### src/pkt_seq_pkg.sv
// Shared constants and a helper function for the paging packet sequencer pair
package pkt_seq_pkg;
  // Packet type codes carried in the top nibble of a packet word
  localparam logic [3:0] PKT_NONE   = 4'h0;
  localparam logic [3:0] PKT_ADDR   = 4'h1;
  localparam logic [3:0] PKT_LADDR  = 4'h2;
  localparam logic [3:0] PKT_VECTOR = 4'h3;
  localparam logic [3:0] PKT_MSG    = 4'h4;
  localparam logic [3:0] PKT_BIW    = 4'h5;
  localparam logic [3:0] PKT_STATUS = 4'h6;
  localparam logic [3:0] PKT_AFM    = 4'h7;

  // Received word kinds presented by the demodulator side
  localparam logic [2:0] WK_BIW     = 3'h0;
  localparam logic [2:0] WK_ADDR    = 3'h1;
  localparam logic [2:0] WK_LADDR   = 3'h2;
  localparam logic [2:0] WK_VECTOR  = 3'h3;
  localparam logic [2:0] WK_MSG     = 3'h4;
  localparam logic [2:0] WK_IDLE    = 3'h7;

  // Fragmentable vector type codes
  localparam logic [2:0] VT_SECURE  = 3'h0;
  localparam logic [2:0] VT_ALPHA   = 3'h5;
  localparam logic [2:0] VT_HEXBIN  = 3'h6;

  // Packet word layout: [31:28] type, [27:26] phase, [25:21] position
  localparam int PKT_TYPE_LSB  = 28;
  localparam int PKT_PHASE_LSB = 26;
  localparam int PKT_POS_LSB   = 21;
  // Vector packet: [20:16] first, [15:11] last message position
  localparam int PKT_FIRST_LSB = 16;
  localparam int PKT_LAST_LSB  = 11;
  // Status packet end-of-frame flag
  localparam int PKT_EOF_BIT   = 0;
  // Host-to-device all-frame-mode packet decrement bit
  localparam int PKT_DEC_BIT   = 0;
  // Message packet continued flag
  localparam int PKT_CONT_BIT  = 20;

  // Rate select codes; the device decides the phases carried per rate
  localparam logic [1:0] RATE_1600 = 2'h0;
  localparam logic [1:0] RATE_3200 = 2'h1;
  localparam logic [1:0] RATE_6400 = 2'h2;

  localparam logic [7:0] AF_CNT_RESET = 8'h00;

  function automatic logic is_frag_type(input logic [2:0] vt);
    return (vt == VT_SECURE) || (vt == VT_ALPHA) || (vt == VT_HEXBIN);
  endfunction
endpackage

### src/pkt_seq_if.sv
// Packet link between the sequencer and the host controller
`timescale 1ns/1ps
`default_nettype none
interface pkt_seq_if;
  logic [31:0] d2h_data;
  logic        d2h_valid;
  logic        d2h_ready;
  logic [31:0] h2d_data;
  logic        h2d_valid;
  logic        h2d_ready;

  modport device (output d2h_data, output d2h_valid, input d2h_ready,
                  input h2d_data, input h2d_valid, output h2d_ready);
  modport host   (input d2h_data, input d2h_valid, output d2h_ready,
                  output h2d_data, output h2d_valid, input h2d_ready);
endinterface
`default_nettype wire

### src/pkt_fifo.sv
// Small synchronous FIFO with valid/ready on both sides
`timescale 1ns/1ps
`default_nettype none
module pkt_fifo #(
  parameter int WIDTH = 32,
  parameter int DEPTH = 4
) (
  // Clock and reset
  input  wire logic             I_CLK,
  input  wire logic             I_RST_B,
  // Fill side
  input  wire logic [WIDTH-1:0] i_data,
  input  wire logic             i_valid,
  output logic                  o_ready,
  // Drain side
  output logic      [WIDTH-1:0] o_data,
  output logic                  o_valid,
  input  wire logic             i_ready
);
  localparam int AW = $clog2(DEPTH);
  initial begin
    if (DEPTH < 2 || (1 << AW) != DEPTH) $error("DEPTH must be 2**n >= 2");
  end

  logic [WIDTH-1:0] mem [DEPTH];
  logic [AW:0]      wptr;
  logic [AW:0]      rptr;
  logic             push;
  logic             pop;

  assign o_valid = (wptr != rptr);
  assign o_ready = (wptr[AW-1:0] != rptr[AW-1:0]) || (wptr[AW] == rptr[AW]);
  assign push    = i_valid && o_ready;
  assign pop     = o_valid && i_ready;
  assign o_data  = mem[rptr[AW-1:0]];

  always_ff @(posedge I_CLK) begin
    if (push) begin
      mem[wptr[AW-1:0]] <= i_data;
    end
  end

  always_ff @(posedge I_CLK or negedge I_RST_B) begin
    if (!I_RST_B) begin
      wptr <= '0;
      rptr <= '0;
    end else begin
      if (push) wptr <= wptr + 1'b1;
      if (pop)  rptr <= rptr + 1'b1;
    end
  end
endmodule
`default_nettype wire

### src/pkt_seq_device.sv
// Decoder-side packet sequencer with all-frame-mode counter
`timescale 1ns/1ps
`default_nettype none
module pkt_seq_device #(
  parameter int FIFO_DEPTH = 4
) (
  // Clock and reset
  input  wire logic        I_CLK,
  input  wire logic        I_RST_B,
  // Received word stream, one word per cycle while valid
  input  wire logic        I_WORD_VALID,
  output logic             O_WORD_READY,
  input  wire logic [2:0]  I_WORD_KIND,
  input  wire logic [1:0]  I_PHASE,
  input  wire logic [4:0]  I_WORD_POSITION,
  input  wire logic [20:0] I_WORD_DATA,
  input  wire logic        I_FRAME_END,
  // Configuration and status
  input  wire logic [1:0]  I_RATE,
  input  wire logic        I_BIW_FWD_EN,
  input  wire logic        I_FORCED_ALL_FRAME_BIT,
  input  wire logic        I_TEMP_ADDR_PENDING,
  output logic             O_ALL_FRAME,
  output logic [7:0]       O_AF_COUNT,
  // Packet link
  pkt_seq_if.device        link
);
  // Incoming word data layout, per kind:
  //  address:   [4:0] vector position
  //  vector:    [2:0] vector_type_field, [7:3] first, [12:8] last
  //  message:   [20] continued flag, rest payload
  //  block info: payload
  // The demodulator presents words already ordered block by block and
  // phase by phase; phases the rate does not carry are dropped here.

  logic [31:0] pkt_data;
  logic        pkt_valid;
  logic        pkt_ready;
  logic [31:0] ans_data;
  logic        ans_pend;
  logic [31:0] fifo_data;
  logic        fifo_valid;
  logic        fifo_ready;
  logic        phase_ok;
  logic        long_follow;
  logic [1:0]  long_phase;
  logic        eof_pend;
  logic        dec_req;

  function automatic logic [31:0] mk_pkt(input logic [3:0] t,
                                         input logic [1:0] ph,
                                         input logic [4:0] pos,
                                         input logic [20:0] body);
    mk_pkt = {t, ph, pos, body};
  endfunction

  // Highest rate four phases, two-phase two, lowest only phase A
  always_comb begin
    case (I_RATE)
      pkt_seq_pkg::RATE_6400: phase_ok = 1'b1;
      pkt_seq_pkg::RATE_3200: phase_ok = (I_PHASE[0] == 1'b0);
      default:                phase_ok = (I_PHASE == 2'h0);
    endcase
  end

  // Word in this cycle becomes at most one packet
  always_comb begin
    pkt_valid = 1'b0;
    pkt_data  = '0;
    if (eof_pend) begin
      pkt_valid = 1'b1;
      pkt_data  = mk_pkt(pkt_seq_pkg::PKT_STATUS, 2'h0, 5'h00,
                         21'h000001);
    end else if (I_WORD_VALID && phase_ok) begin
      case (I_WORD_KIND)
        pkt_seq_pkg::WK_BIW: begin
          // Position zero info word is consumed silently
          pkt_valid = (I_WORD_POSITION != 5'h00) && I_BIW_FWD_EN;
          pkt_data  = mk_pkt(pkt_seq_pkg::PKT_BIW, I_PHASE,
                             I_WORD_POSITION, I_WORD_DATA);
        end
        pkt_seq_pkg::WK_ADDR: begin
          pkt_valid = 1'b1;
          pkt_data  = mk_pkt(pkt_seq_pkg::PKT_ADDR, I_PHASE,
                             I_WORD_DATA[4:0], I_WORD_DATA);
        end
        pkt_seq_pkg::WK_LADDR: begin
          pkt_valid = 1'b1;
          pkt_data  = mk_pkt(pkt_seq_pkg::PKT_LADDR, I_PHASE,
                             I_WORD_DATA[4:0], I_WORD_DATA);
        end
        pkt_seq_pkg::WK_VECTOR: begin
          pkt_valid = 1'b1;
          pkt_data  = mk_pkt(pkt_seq_pkg::PKT_VECTOR, I_PHASE,
                             I_WORD_POSITION,
                             {I_WORD_DATA[7:3], I_WORD_DATA[12:8],
                              8'h00, I_WORD_DATA[2:0]});
        end
        pkt_seq_pkg::WK_MSG: begin
          pkt_valid = 1'b1;
          pkt_data  = mk_pkt(pkt_seq_pkg::PKT_MSG, I_PHASE,
                             I_WORD_POSITION, I_WORD_DATA);
        end
        default: pkt_valid = 1'b0;
      endcase
    end
  end

  // Stall the word stream whenever a packet cannot be queued
  assign O_WORD_READY = !eof_pend && (!pkt_valid || pkt_ready);

  // Frame-end status follows the last word of the frame
  always_ff @(posedge I_CLK or negedge I_RST_B) begin
    if (!I_RST_B) begin
      eof_pend <= 1'b0;
    end else if (eof_pend) begin
      eof_pend <= !pkt_ready;
    end else if (I_WORD_VALID && O_WORD_READY && I_FRAME_END) begin
      eof_pend <= 1'b1;
    end
  end

  // Track a long address until the vector word in its phase
  always_ff @(posedge I_CLK or negedge I_RST_B) begin
    if (!I_RST_B) begin
      long_follow <= 1'b0;
      long_phase  <= 2'h0;
    end else if (I_WORD_VALID && O_WORD_READY && phase_ok) begin
      if (I_WORD_KIND == pkt_seq_pkg::WK_LADDR) begin
        long_follow <= 1'b1;
        long_phase  <= I_PHASE;
      end else if (I_WORD_KIND == pkt_seq_pkg::WK_VECTOR &&
                   I_PHASE == long_phase) begin
        long_follow <= 1'b0;
      end
    end
  end

  pkt_fifo #(
    .WIDTH (32),
    .DEPTH (FIFO_DEPTH)
  ) u_fifo (
    .I_CLK   (I_CLK),
    .I_RST_B (I_RST_B),
    .i_data  (pkt_data),
    .i_valid (pkt_valid),
    .o_ready (pkt_ready),
    .o_data  (fifo_data),
    .o_valid (fifo_valid),
    .i_ready (fifo_ready)
  );

  // Host writes are answered by the next outbound packet slot
  assign link.h2d_ready = !ans_pend;
  assign dec_req = link.h2d_valid && !ans_pend &&
                   (link.h2d_data[31:28] == pkt_seq_pkg::PKT_AFM) &&
                   link.h2d_data[pkt_seq_pkg::PKT_DEC_BIT];

  always_ff @(posedge I_CLK or negedge I_RST_B) begin
    if (!I_RST_B) begin
      ans_pend <= 1'b0;
      ans_data <= '0;
    end else if (link.h2d_valid && !ans_pend) begin
      ans_pend <= 1'b1;
      // A packet the host takes directly this cycle is not sent twice
      ans_data <= (fifo_valid && !link.d2h_ready) ? fifo_data :
                  mk_pkt(pkt_seq_pkg::PKT_NONE, 2'h0, 5'h00, 21'h0);
    end else if (ans_pend && link.d2h_ready) begin
      ans_pend <= 1'b0;
    end
  end

  // Answer consumes the queued packet it carries
  assign fifo_ready     = link.h2d_valid && !ans_pend ? 1'b1 :
                          (!ans_pend && link.d2h_ready);
  assign link.d2h_valid = ans_pend || fifo_valid;
  assign link.d2h_data  = ans_pend ? ans_data : fifo_data;

  // All-frame-mode counter
  always_ff @(posedge I_CLK or negedge I_RST_B) begin
    if (!I_RST_B) begin
      O_AF_COUNT <= pkt_seq_pkg::AF_CNT_RESET;
    end else begin
      logic inc;
      inc = I_WORD_VALID && O_WORD_READY && phase_ok &&
            I_WORD_KIND == pkt_seq_pkg::WK_VECTOR &&
            pkt_seq_pkg::is_frag_type(I_WORD_DATA[2:0]);
      if (inc && !dec_req) begin
        O_AF_COUNT <= O_AF_COUNT + 8'h01;
      end else if (dec_req && !inc && O_AF_COUNT != 8'h00) begin
        O_AF_COUNT <= O_AF_COUNT - 8'h01;
      end
    end
  end

  // Normal decoding only once nothing keeps all-frame alive
  assign O_ALL_FRAME = (O_AF_COUNT != 8'h00) || I_TEMP_ADDR_PENDING ||
                       I_FORCED_ALL_FRAME_BIT;
endmodule
`default_nettype wire

### src/flat_wrapper.sv
// flat-port wrapper written by rule: the top's interface ports become plain ports
module pkt_seq_device_flat 
#(
  parameter int FIFO_DEPTH = 4
)
  (I_CLK, I_RST_B, I_WORD_VALID, O_WORD_READY, I_WORD_KIND, I_PHASE, I_WORD_POSITION, I_WORD_DATA, I_FRAME_END, I_RATE, I_BIW_FWD_EN, I_FORCED_ALL_FRAME_BIT, I_TEMP_ADDR_PENDING, O_ALL_FRAME, O_AF_COUNT, link_d2h_data, link_d2h_valid, link_d2h_ready, link_h2d_data, link_h2d_valid, link_h2d_ready);
  pkt_seq_if link_i ();
  input  wire logic I_CLK;
  input  wire logic I_RST_B;
  input  wire logic I_WORD_VALID;
  output logic O_WORD_READY;
  input  wire logic [2:0] I_WORD_KIND;
  input  wire logic [1:0] I_PHASE;
  input  wire logic [4:0] I_WORD_POSITION;
  input  wire logic [20:0] I_WORD_DATA;
  input  wire logic I_FRAME_END;
  input  wire logic [1:0] I_RATE;
  input  wire logic I_BIW_FWD_EN;
  input  wire logic I_FORCED_ALL_FRAME_BIT;
  input  wire logic I_TEMP_ADDR_PENDING;
  output logic O_ALL_FRAME;
  output logic [7:0] O_AF_COUNT;
  output wire logic [$bits(link_i.d2h_data)-1:0] link_d2h_data;
  output wire logic [$bits(link_i.d2h_valid)-1:0] link_d2h_valid;
  input wire logic [$bits(link_i.d2h_ready)-1:0] link_d2h_ready;
  input wire logic [$bits(link_i.h2d_data)-1:0] link_h2d_data;
  input wire logic [$bits(link_i.h2d_valid)-1:0] link_h2d_valid;
  output wire logic [$bits(link_i.h2d_ready)-1:0] link_h2d_ready;
  assign link_d2h_data = link_i.d2h_data;
  assign link_d2h_valid = link_i.d2h_valid;
  assign link_i.d2h_ready = link_d2h_ready;
  assign link_i.h2d_data = link_h2d_data;
  assign link_i.h2d_valid = link_h2d_valid;
  assign link_h2d_ready = link_i.h2d_ready;
  pkt_seq_device #(.FIFO_DEPTH(FIFO_DEPTH)) u_core (.I_CLK(I_CLK), .I_RST_B(I_RST_B), .I_WORD_VALID(I_WORD_VALID), .O_WORD_READY(O_WORD_READY), .I_WORD_KIND(I_WORD_KIND), .I_PHASE(I_PHASE), .I_WORD_POSITION(I_WORD_POSITION), .I_WORD_DATA(I_WORD_DATA), .I_FRAME_END(I_FRAME_END), .I_RATE(I_RATE), .I_BIW_FWD_EN(I_BIW_FWD_EN), .I_FORCED_ALL_FRAME_BIT(I_FORCED_ALL_FRAME_BIT), .I_TEMP_ADDR_PENDING(I_TEMP_ADDR_PENDING), .O_ALL_FRAME(O_ALL_FRAME), .O_AF_COUNT(O_AF_COUNT), .link(link_i));
endmodule
### config.mk
export PLATFORM = sky130hd
export DESIGN_NAME = pkt_seq_device_flat
export DESIGN_NICKNAME = d
export VERILOG_FILES = /design/src/pkt_seq_pkg.sv /design/src/pkt_seq_if.sv /design/src/pkt_fifo.sv /design/src/pkt_seq_device.sv /design/src/flat_wrapper.sv
export SDC_FILE = /design/constraint.sdc
export NUM_CORES = 1
export LEC_CHECK = 0
export BUFFER_PORTS_ARGS = -buffer_cell sky130_fd_sc_hd__buf_2
export CORE_ASPECT_RATIO = 1.2
export CORE_UTILIZATION = 57
export CTS_CLUSTER_DIAMETER = 60
export DETAILED_ROUTE_END_ITERATION = 8
export GPL_TIMING_DRIVEN = 0
export PLACE_DENSITY = 0.78
export SYNTH_ARGS = -nofsm -noshare
export SYNTH_HDL_FRONTEND = slang
export SYNTH_SLANG_ARGS = --single-unit
export TNS_END_PERCENT = 1
### constraint.sdc
create_clock -name I_CLK -period 4 [get_ports I_CLK]
set_input_delay 0.4 -clock I_CLK [delete_from_list [all_inputs] [get_ports I_CLK]]
set_output_delay 0.4 -clock I_CLK [all_outputs]
set_load 0.005 [all_outputs]
After elaboration in Yosys (flattened, before gate mapping)
Memories as Yosys holds them, arrays and structs flattened. Cells that the tools add are included.

Register bits after elaboration: 48. Bits in writable memories: 128. Input port bits: 74. Output and inout bits: 44. Word-level logic and storage cells: 83. Memories kept: 1.

Memories: u_core.u_fifo.mem (depth 4, bits a word 32, read ports 1, clocked after memory_dff 0, wr ports 1, RTL line pkt_fifo.sv:25) `logic [WIDTH-1:0] mem [DEPTH];`.

Add/subtract/negate cells: 4. Eq/ne operators: 12. Mux-type cells: 18. Bitwise gates (word level): 1. Reduce and logical (&&, ||, !) cells: 41.

Operators with widths (number): 31-bit case mux with 5 select lines (1); 32-bit 2-to-1 mux (4); 1-bit logical AND (19); 8-bit 2-to-1 mux (2); 3-bit equality test (second input constant) (3); 1-bit 2-to-1 mux (9); 8-bit by 1-bit adder with 8-bit output (second input constant) (1); 8-bit nonzero test (1); 8-bit by 1-bit subtractor with 8-bit output (second input constant) (1); 1-bit logical NOT (7); 1-bit logical OR (7); 3-bit by 1-bit adder with 3-bit output (second input constant) (2); 3-bit by 2-bit equality test with 1-bit output (second input constant) (2); 3-bit logical NOT (2); 5-bit nonzero test (1); 4-bit by 3-bit equality test with 1-bit output (second input constant) (1); 1-bit case mux with 2 select lines (2); 2-bit nonzero test (2); 4-bit OR reduction (1); 3-bit by 1-bit equality test with 1-bit output (second input constant) (1); 3-bit inequality test (1); 2-bit by 1-bit equality test with 1-bit output (second input constant) (1); 2-bit equality test (second input constant) (1); 2-bit logical NOT (1); 3 further kinds (3).

Depth between registers and ports, before layout
Gate-level depths: netlist of run 1.

Depth in word-level cells: 17. Gate-level depth with buffers: 14. Gate-level depth less buffers: 14.

Hierarchy
Synthesis of run 1 repeated with hierarchy kept, for this count alone.

Cell total of the unflattened synthesis: 492. Area total of the unflattened synthesis: 7933.9 µm².

By module, submodules not included: pkt_fifo (times used 1, cells each 214, area each 5084.9 µm², sequential area each 3993.8 µm²); pkt_seq_device (times used 1, cells each 278, area each 2849.0 µm², sequential area each 1051.0 µm²).

Worst setup path after synthesis of run 1
No wires, ideal clock.

Kind: input to register. From: in I_RATE[0]. To: reg u_core.O_AF_COUNT[7]. Library setup time: 139 ps. Arrival: 3575 ps. Data required time: 3861 ps. Path slack: 286 ps. Stages: 14. Buffers on the path: 0. Path through: inv_1 > ha_1 > nand2b_1 > a2111oi_0 > or2_1 > o211ai_2 > or2_2 > ha_1 > a21o_1 > nand4_1 > nand3_1 > a31o_2 > o311a_1 > or4_1.

Cells in the longest elaborated chain, start to end: 16. Elaborated cells on any way between the ends: 19. Those cells by class: eq/ne: 2; mux: 4; reduce/logical: 13.

RTL lines: start: declaration (RTL line flat_wrapper.sv:17) `input wire logic [1:0] I_RATE;`; 2-bit by 1-bit equality test with 1-bit output or 2-bit equality test (tied branches) (RTL line pkt_seq_device.sv:59) `case (I_RATE)`; 1-bit case mux with 2 select lines (*) (RTL line pkt_seq_device.sv:59); 1-bit logical AND (RTL line pkt_seq_device.sv:74) `end else if (I_WORD_VALID && phase_ok) begin`; 1-bit 2-to-1 mux (RTL line pkt_seq_device.sv:74); 1-bit 2-to-1 mux (RTL line pkt_seq_device.sv:70) `if (eof_pend) begin`; 1-bit logical NOT (RTL line pkt_seq_device.sv:110) `assign O_WORD_READY = !eof_pend && (!pkt_valid || pkt_ready);`; 1-bit logical OR (RTL line pkt_seq_device.sv:110); 1-bit logical AND (RTL line pkt_seq_device.sv:110); 1-bit logical AND (RTL line pkt_seq_device.sv:185) `inc = I_WORD_VALID && O_WORD_READY && phase_ok &&`; 1-bit logical AND (*) (2 in a row) (RTL line pkt_seq_device.sv:185); 1-bit logical AND (*) (RTL line pkt_seq_device.sv:186) `I_WORD_KIND == pkt_seq_pkg::WK_VECTOR &&`; 1-bit logical NOT (RTL line pkt_seq_device.sv:190) `end else if (dec_req && !inc && O_AF_COUNT != 8'h00) begin`; 1-bit logical AND (2 in a row) (RTL line pkt_seq_device.sv:190); 2-bit nonzero test (no source line); end signal: assignment (RTL line pkt_seq_device.sv:182) `O_AF_COUNT <= pkt_seq_pkg::AF_CNT_RESET;`; end signal: assignment (RTL line pkt_seq_device.sv:189) `O_AF_COUNT <= O_AF_COUNT + 8'h01;`; end signal: assignment (RTL line pkt_seq_device.sv:191) `O_AF_COUNT <= O_AF_COUNT - 8'h01;`; end: declaration (RTL line pkt_seq_device.sv:24) `output logic [7:0] O_AF_COUNT,`.

Mark *: on every way between the ends. The rest lies on a longest branch, timed or not. A chain may end at the register's enable or synchronous reset.

Worst setup path in the final report of run 1
Same ends and word-level chain as after synthesis.

==> run summary, run 1 <==
The run finished with clean final reports. The final layout contains 738 nets. Setup repair after global routing left no endpoint under its margin. Entering global routing, the biggest net connects 48 pins. Walking the worst path, the cells encountered are buf_2 -> inv_1 -> ha_1 -> nand2b_1 -> a2111oi_0 -> or2_1 -> o211ai_2 -> or2_2 -> ha_1 -> a21o_1 -> nand4_1 -> nand3_1 -> a31o_2 -> o311a_1 -> or4_1. In this run, synthesis produced a sequential element count of 171. The placeable core region came out at 0.0128 sq mm.

By count the netlist is led by 124 x sky130_fd_sc_hd__edfxtp_1, 104 x sky130_fd_sc_hd__nand2_1, 47 x sky130_fd_sc_hd__dfrtp_1. The kind of critical path is input pin to flip-flop. The clock input transition at the sequential cells of the worst setup and hold paths is 70 ps. For this run, design rule violations remaining after detail routing come to 0. The sort of element at the end of the critical path is a flip-flop. The critical path depth came out at 15.

The total overflow reported by the global router came out at 0. The highest attainable clock frequency is 266 MHz. The area after detailed placement is 0.00828 sq mm. For this run, the leading register cell type out of synthesis is sky130_fd_sc_hd__edfxtp_1. The worst register-to-register path begins at u_core.eof_pend. For the worst flop-to-flop path, the logic depth is 11. The final layout contains routed wiring with a total length of 17.3 mm.

The overall track demand over capacity in global routing is 27.1%. The layout overhead on the synthesized area came out at 16.7%. The number of port buffers came out at 89. The most frequent cell on the critical path is sky130_fd_sc_hd__ha_1. STA classifies the critical path startpoint as an input pin. Of all flip-flops after synthesis, the portion carrying an async set or reset was 27.5%. The end of the critical path is u_core.O_AF_COUNT[7]. The TritonCTS sink count came out at 171.

After clock tree synthesis, the repair step resized 0 gates. The smallest clock period supported by the final layout is computed as 3760 ps. The tree is rooted in a sky130_fd_sc_hd__clkbuf_16. Detailed routing inserted a total of 5000 vias.

For the pin with the worst max-slew slack, the measured transition is 1150 ps. The synthesized design spends more area on one cell type than any other, namely sky130_fd_sc_hd__edfxtp_1. Ranked by total cell area, the synthesized netlist is headed by sky130_fd_sc_hd__edfxtp_1 49%, sky130_fd_sc_hd__dfrtp_1 15%, sky130_fd_sc_hd__mux4_2 9.2%, sky130_fd_sc_hd__nand2_1 5.1%, sky130_fd_sc_hd__a22o_1 3.6%. In this run the core area contains 45 standard-cell rows. The number of enable flip-flop cells after synthesis came out at 124. The register area share after synthesis came out at 64.2%.

The critical path contains buffers and inverters numbering 2 combined. The post-synth net total is 630. Between clock sinks in the finished design, the worst skew comes to 8.96 ps.

The H-tree depth is 4. The data arrival time of the critical path is 4060 ps. Across all register-to-register paths, the minimum setup slack is 480 ps. Setup violations remaining at the end of the flow were counted as 0. The overall die width came out at 108 um. The starting density of the core came out at 59.4%. The number of iterations in the first detailed-routing pass is 5. The worst hold path class is input pin to async pin.

The number of antenna diodes came out at 0. At the placement stage, the worst setup path has a slack of -147 ps. The number of buffers on the longest clock path is 2. The post-CTS setup buffer count is 0. The hold violation count in the final report is 0.

The detailed-placement wirelength estimate came out at 10.8 mm. Setup slack closes at 237 ps. The share of the core filled with cells in the final layout is 69.3%. The total clock buffers created by CTS came out at 17. Once placement completed, the tool counted placed cells totaling 795. The post-detailed-route via-to-cell ratio came out at 6.05.

The worst-skew pair later-pin latency came out at 430 ps. The overall die height came out at 129 um. The peak supply drop came out at 360 uV.

The number of standard cells after synthesis is 542. Yosys instantiated no cell more often than sky130_fd_sc_hd__edfxtp_1. TritonCTS built the clock tree. The final worst-path cycle share is 94.1%. The delay contributed by the slowest stage of the critical path is 530 ps. The number of global-route vias before repair came to 5234. Summing every instance area after synthesis gives 0.00763 sq mm.

The count of nets left with antenna violations after detail routing came out at 0. The cell with the biggest individual delay on the critical path is sky130_fd_sc_hd__a2111oi_0. The max-capacitance violation count came out at 0. Each instance of the synthesized netlist takes up on average 14.1 sq um. In this run the biggest area consumer among cell types represents 48.8% of the synthesized area.

The worst slew margin relative to its limit is 23.5%. The count of routing violations after the opening detailed-route iteration is 414. The critical path data required time is 4300 ps. The number of pins exceeding their max-slew limit in the final report came out at 0.

The hold buffer count at cts came out at 0. The first global-routing pass estimated 27.2 mm of wire. Of all nets on the critical path, the largest fanout is 7.

Routability-driven placement finished with a final weighted congestion of 0.837. In this run the count of I/O pins placed on the die edge is 118. The top cell family by delay on the critical path is simple AND/OR/NAND/NOR gates. In the final layout, the share of cells above drive strength 1 is 26.7%. In the final routed layout, each cell accounts on average for 20.9 um.

The cell area after layout is 0.00890 sq mm. The count of synthesis-stage warnings from yosys came out at 0. The worst register-to-register path ends at u_core.O_AF_COUNT[7]. Tracing the worst setup path back leads to its startpoint at I_RATE[0]. The floorplan die area came out at 0.0139 sq mm. The synthesized netlist contains 52 unique library cells. The finished layout holds 827 standard cells, fillers aside.

The leakage power of the design came out at 3.56 nW. The initial antenna violation count is 0. In this run the power density over the cells is 722 mW/mm^2.
-- metal layers --
layer / global-route usage, % / wire length, um
met4: 13.0 / 567
met1: 33.6 / 6590
met3: 5.17 / 1180
met5: 0 / 0
met2: 45.9 / 8960
-- layout make-up --
cell class / instances / area (sq um)
fillers: 872 / 3940
inverters: 11 / 41.3
plain buffers: 30 / 116
multi-input cells: 330 / 2570
repair buffers: 89 / 445
well taps: 164 / 205
clock buffers: 19 / 464
flip-flops and latches: 171 / 4900
clock inverters: 13 / 150
-- report_power, final --
| group | internal, W | switching, W | total, W |
|---|---|---|---|
| logic | 0.000971 | 0.00111 | 0.00208 |
| registers | 0.00241 | 0.000229 | 0.00264 |
| clock network | 0.000988 | 0.000716 | 0.00170 |
-- flip-flops by register name, summed over array words and instances, names as in the netlist --
name,flops
u_core.O_AF_COUNT,8
u_core.ans_data,31
u_core.ans_pend,1
u_core.eof_pend,1
u_core.u_fifo.mem,124
u_core.u_fifo.rptr,3
u_core.u_fifo.wptr,3
-- worst min path at each step --
stage                           from                     to  depth (start not counted)
6_report                     I_RST_B   u_core.O_AF_COUNT[2]                          1
5_1_grt                  I_FRAME_END        u_core.eof_pend                          3
4_1_cts               link_d2h_ready        u_core.ans_pend                          2
3_5_place_dp   u_core.u_fifo.wptr[2]  u_core.u_fifo.wptr[2]                          1
3_3_place_gp   u_core.u_fifo.wptr[2]  u_core.u_fifo.wptr[2]                          1
2_1_floorplan                I_RST_B   u_core.O_AF_COUNT[0]                          0
-- through the flow --
step	hold WS, ps	TNS (ps)	power [W]
global placement	476	-79.6	0.00463
floorplan	104	0	0.00404
global route	241	0	0.00676
detailed placement	481	-147	0.00473
CTS	199	0	0.00645
finish	202	0	0.00642
-- kinds of logic (layout without fill, tap and decap cells) --
logic type               count (synthesis)  in the layout  share of synthesized area, %
AND/OR/NAND/NOR                        179            179                          10.5
buffers and inverters                   41            162                          2.07
multiplexers                            44             44                          11.2
other                                    1              1                        0.0492
flip-flops                             171            171                          64.2
AO/OA/AOI/OAI                           78             78                          7.91
XOR/XNOR                                14             14                          1.61
adder cells (fa/ha/maj)                 14             14                          2.40
-- layout by cell type, fill, tap and decap left out, drive strengths merged, types with 2 or more instances in the layout --
master    n
a21oi    11
o211ai    2
nand3     3
inv      16
nor2     29
xor2      6
nor4      2
nor3      4
edfxtp  124
nand2   104
nor2b     4
bufinv    2
xnor2     8
mux2     12
clkinv    5
nand2b    3
mux4     31
or2       2
buf      95
a22oi    15
and2      5
o21ai     5
or4       4
ha       13
a22o     31
clkbuf   43
and3     12
dfrtp    47
a21o      4
a31o      2
Note: power is estimated with default switching activity, not from simulation.
==> run 2, diff against run 1 <==
--- a/config.mk
+++ b/config.mk
@@ -7,11 +7,12 @@
 export LEC_CHECK = 0
 export BUFFER_PORTS_ARGS = -buffer_cell sky130_fd_sc_hd__buf_2
 export CORE_ASPECT_RATIO = 1.2
-export CORE_UTILIZATION = 57
+export CORE_UTILIZATION = 58
+export CTS_BUF_LIST = sky130_fd_sc_hd__clkbuf_4 sky130_fd_sc_hd__clkbuf_8
 export CTS_CLUSTER_DIAMETER = 60
 export DETAILED_ROUTE_END_ITERATION = 8
 export GPL_TIMING_DRIVEN = 0
-export PLACE_DENSITY = 0.78
+export PLACE_DENSITY = 0.79
 export SYNTH_ARGS = -nofsm -noshare
 export SYNTH_HDL_FRONTEND = slang
 export SYNTH_SLANG_ARGS = --single-unit
==> run 2 against run 1 <==
Maximum frequency hardly changed. Clock power shrank 28%. Critical path depth is the same. Design area down 2.3%. Cell count unchanged. Sequential share of layout area grew 1.3 points. Core utilization is 0.97 points lower. Clock skew grew 8.7 ps. Sequential cell count did not move. Global-route usage is 1.1 points lower. Clock-buffer cell count fell by 2.
==> run summary, run 2 (synthesized netlist as in run 1, its figures left out) <==
The startpoint identified for the worst hold timing path is link_d2h_ready. The leakage power of the design is 3.46 nW. The H-tree depth is 4.

The worst-skew pair later-pin latency came out at 460 ps. The overall die width is 107 um. After filler insertion, the fill cell instance count of the layout stands at 894. The kind of critical path is input pin to flip-flop. The total clock buffers created by CTS came out at 17. The cell-internal power is 0.00391 W. The relative contribution of sequential cells to total power is 44.3%.

In the final routed layout, each cell accounts on average for 20.1 um. Global routing consumed, over all layers together, 25.9% of the routing resources. In this run the worst path has a maximum fanout of 7. Derived from the worst setup path, the maximum achievable clock frequency is 266 MHz. The tree is rooted in a sky130_fd_sc_hd__clkbuf_8. The hold violation count in the final report came out at 0. The critical path goes through buf_2 -> inv_1 -> ha_1 -> nand2b_1 -> a2111oi_0 -> or2_1 -> o211ai_2 -> or2_2 -> ha_1 -> a21o_1 -> nand4_1 -> nand3_1 -> a31o_2 -> o311a_1 -> or4_1. Measured against its own limit, the worst slew margin works out to 22.3%. The sort of element at the start of the critical path is an input pin. The clock input transition at the sequential cells of the worst setup and hold paths is 100 ps. The flow ran to the end, and the final reports show no timing, DRC or antenna violations. The worst hold-check slack came out at 150 ps. The die covers 0.0136 sq mm. The cell depth of the worst flop-to-flop path came out at 11. The analysis attributes to net switching a power of 0.00203 W. The number of buffers on the longest clock path is 2. The number of port buffers is 89.

In the layout the commonest cells are 124 x sky130_fd_sc_hd__edfxtp_1, 104 x sky130_fd_sc_hd__nand2_1, 89 x sky130_fd_sc_hd__buf_2, 47 x sky130_fd_sc_hd__dfrtp_1. The initial antenna violation count is 0. The count of routing violations after the opening detailed-route iteration is 327. The peak supply drop is 329 uV.

On the final layout, the worst clock skew is 17.7 ps. The share of total power in the clock network is 20.7%. The footprint of the multi-input gates is 0.00257 sq mm. The post-CTS setup buffer count is 0. The sort of element at the end of the critical path is a flip-flop.

The layout cell share with drive strength beyond 1 is 26.5%. The overall die height came out at 128 um. The number of global-route vias before repair came out at 5020. 118 I/O pins were placed. The detailed-route wire length came out at 16.6 mm. The data arrival time of the critical path is 4090 ps. In the routed layout, each cell is associated on average with a via count of 6.02. The number of pins exceeding their max-slew limit in the final report came out at 0. The hold buffer count at cts came out at 0.

The number of nets in the finished design came out at 738. The number of failing setup endpoints in the final timing report is 0. The measured slew at the worst slew-check pin is 1160 ps. The register-to-register setup slack came out at 480 ps.

The total overflow reported by the global router came out at 0. The delay contributed by the slowest stage of the critical path came out at 520 ps. Clock tree synthesis found a total of 171 sinks.

The power per unit of standard cell area came out at 683 mW/mm^2. The layout overhead on the synthesized area is 14.0%. The worst flop-to-flop path startpoint is u_core.eof_pend. Along the worst hold path, the cell count comes to 2. Setup repair after global routing left no endpoint under its margin. Together, buffers and inverters on the worst path number 2. The worst path needs 3760 ps of the cycle, external delays included.

The number of cell rows came out at 45. The total negative setup slack is 0 ps. The worst hold path terminates at u_core.ans_pend. The worst hold path class is input pin to flip-flop. The weighted congestion reported at the end of routability-driven placement came out at 0.829. The placeable core region is 0.0127 sq mm. The total area of sequential cells came out at 0.00490 sq mm. The via count is 4978. In this run the critical register-to-register path is captured at u_core.O_AF_COUNT[7]. The DRC violations left is 0. The switching share of power is 34.2%. In this design, the critical path's most frequently occurring cell is sky130_fd_sc_hd__ha_1. The final worst-path cycle share came out at 94.1%.

In this run the remaining antenna-violating nets after routing total 0. The number of antenna diodes came out at 0. The cell family contributing the most delay on the critical path is simple AND/OR/NAND/NOR gates. TritonCTS built the clock tree. Once detailed placement completed, the half-perimeter wirelength came to 11.2 mm. The relative contribution of combinational cells to total power came out at 35.1%.

The register with the most flip-flops in the layout has 124 of them. The number of iterations in the first detailed-routing pass is 5. Once the floorplan was initialized, standard cells occupied 59.9% of the core. The largest individual stage delay along the critical path comes from the cell sky130_fd_sc_hd__a2111oi_0. At the worst endpoint, the required time is 4330 ps. The wire length of the first global-routing pass is 26.0 mm. The maximum number of pins on one net before global-route repair came out at 48. Max-cap violations in this run came to 0.

Leaving out fill and tap cells, the most frequent cell in the layout is sky130_fd_sc_hd__edfxtp_1. Post-CTS repair changed the size of 0 cells.
run 2: changes by cell type in the layout (fill, tap and decap cells not counted), sizes merged:
cell / change
bufinv: -1
clkbuf: -2
clkinv: +2
inv: +1
run 2: power groups by stage:
| stage | combinational, W | sequential [W] | clock (W) |
|---|---|---|---|
| 2_1_floorplan | 0.00145 | 0.00260 | 0 |
| 6_report | 0.00208 | 0.00263 | 0.00123 |
| 3_5_place_dp | 0.00209 | 0.00266 | 0 |
| 3_3_place_gp | 0.00200 | 0.00263 | 0 |
| 4_1_cts | 0.00210 | 0.00263 | 0.00123 |
| 5_1_grt | 0.00229 | 0.00267 | 0.00130 |
run 2: stage by stage:
| stage | utilization [%] | instances | worst slack [ps] | cell area, sq um | power [W] |
|---|---|---|---|---|---|
| 2_1_floorplan | - | 542 | 286 | 7630 | 0.00404 |
| 3_3_place_gp | 65.1 | 795 | -89.2 | 8280 | 0.00462 |
| 3_5_place_dp | 65.1 | 795 | -213 | 8280 | 0.00475 |
| 4_1_cts | 68.3 | 827 | 277 | 8700 | 0.00596 |
| 5_1_grt | 68.3 | 827 | 34.1 | 8700 | 0.00626 |
| 6_report | 68.3 | 827 | 236 | 8700 | 0.00594 |
run 2: worst register-to-register path, cell delays in order, from the launching register on:
cell and delay [ps]:
sky130_fd_sc_hd__dfrtp_1 440, sky130_fd_sc_hd__a2111oi_0 420, sky130_fd_sc_hd__or2_1 280, sky130_fd_sc_hd__o211ai_2 180
sky130_fd_sc_hd__or2_2 420, sky130_fd_sc_hd__ha_1 320, sky130_fd_sc_hd__a21o_1 200, sky130_fd_sc_hd__nand4_1 80
sky130_fd_sc_hd__nand3_1 120, sky130_fd_sc_hd__a31o_2 290, sky130_fd_sc_hd__o311a_1 130, sky130_fd_sc_hd__or4_1 520
run 2: area by class of cell:
type	instances	area share, %
timing repair buffer	89	5.12
buffer	30	1.34
clock buffer	17	2.69
clock inverter	15	2.06
tap	164	2.36
sequential	171	56.3
multi-input combinational	330	29.6
inverter	11	0.475
run 2: routing by layer:
metal / global-route usage (%) / up-vias / share of wire (%)
met5: 0 / - / 0
met2: 43.4 / 199 / 53
met4: 8.94 / 0 / 1.7
li1: - / 2243 / -
met3: 5.92 / 24 / 6.4
met1: 33.5 / 2512 / 39
run 2: how the worst max path moves through the flow:
stage,startpoint,to,slack [ps],cells after the start
global placement,I_RATE[0],u_core.O_AF_COUNT[7],-90,15
finish,I_RATE[0],u_core.O_AF_COUNT[7],240,15
floorplan,I_RATE[0],u_core.O_AF_COUNT[7],290,14
global route,I_RATE[0],u_core.O_AF_COUNT[7],30,15
CTS,I_RATE[0],u_core.O_AF_COUNT[7],280,15
detailed placement,I_RATE[0],u_core.O_AF_COUNT[7],-210,15
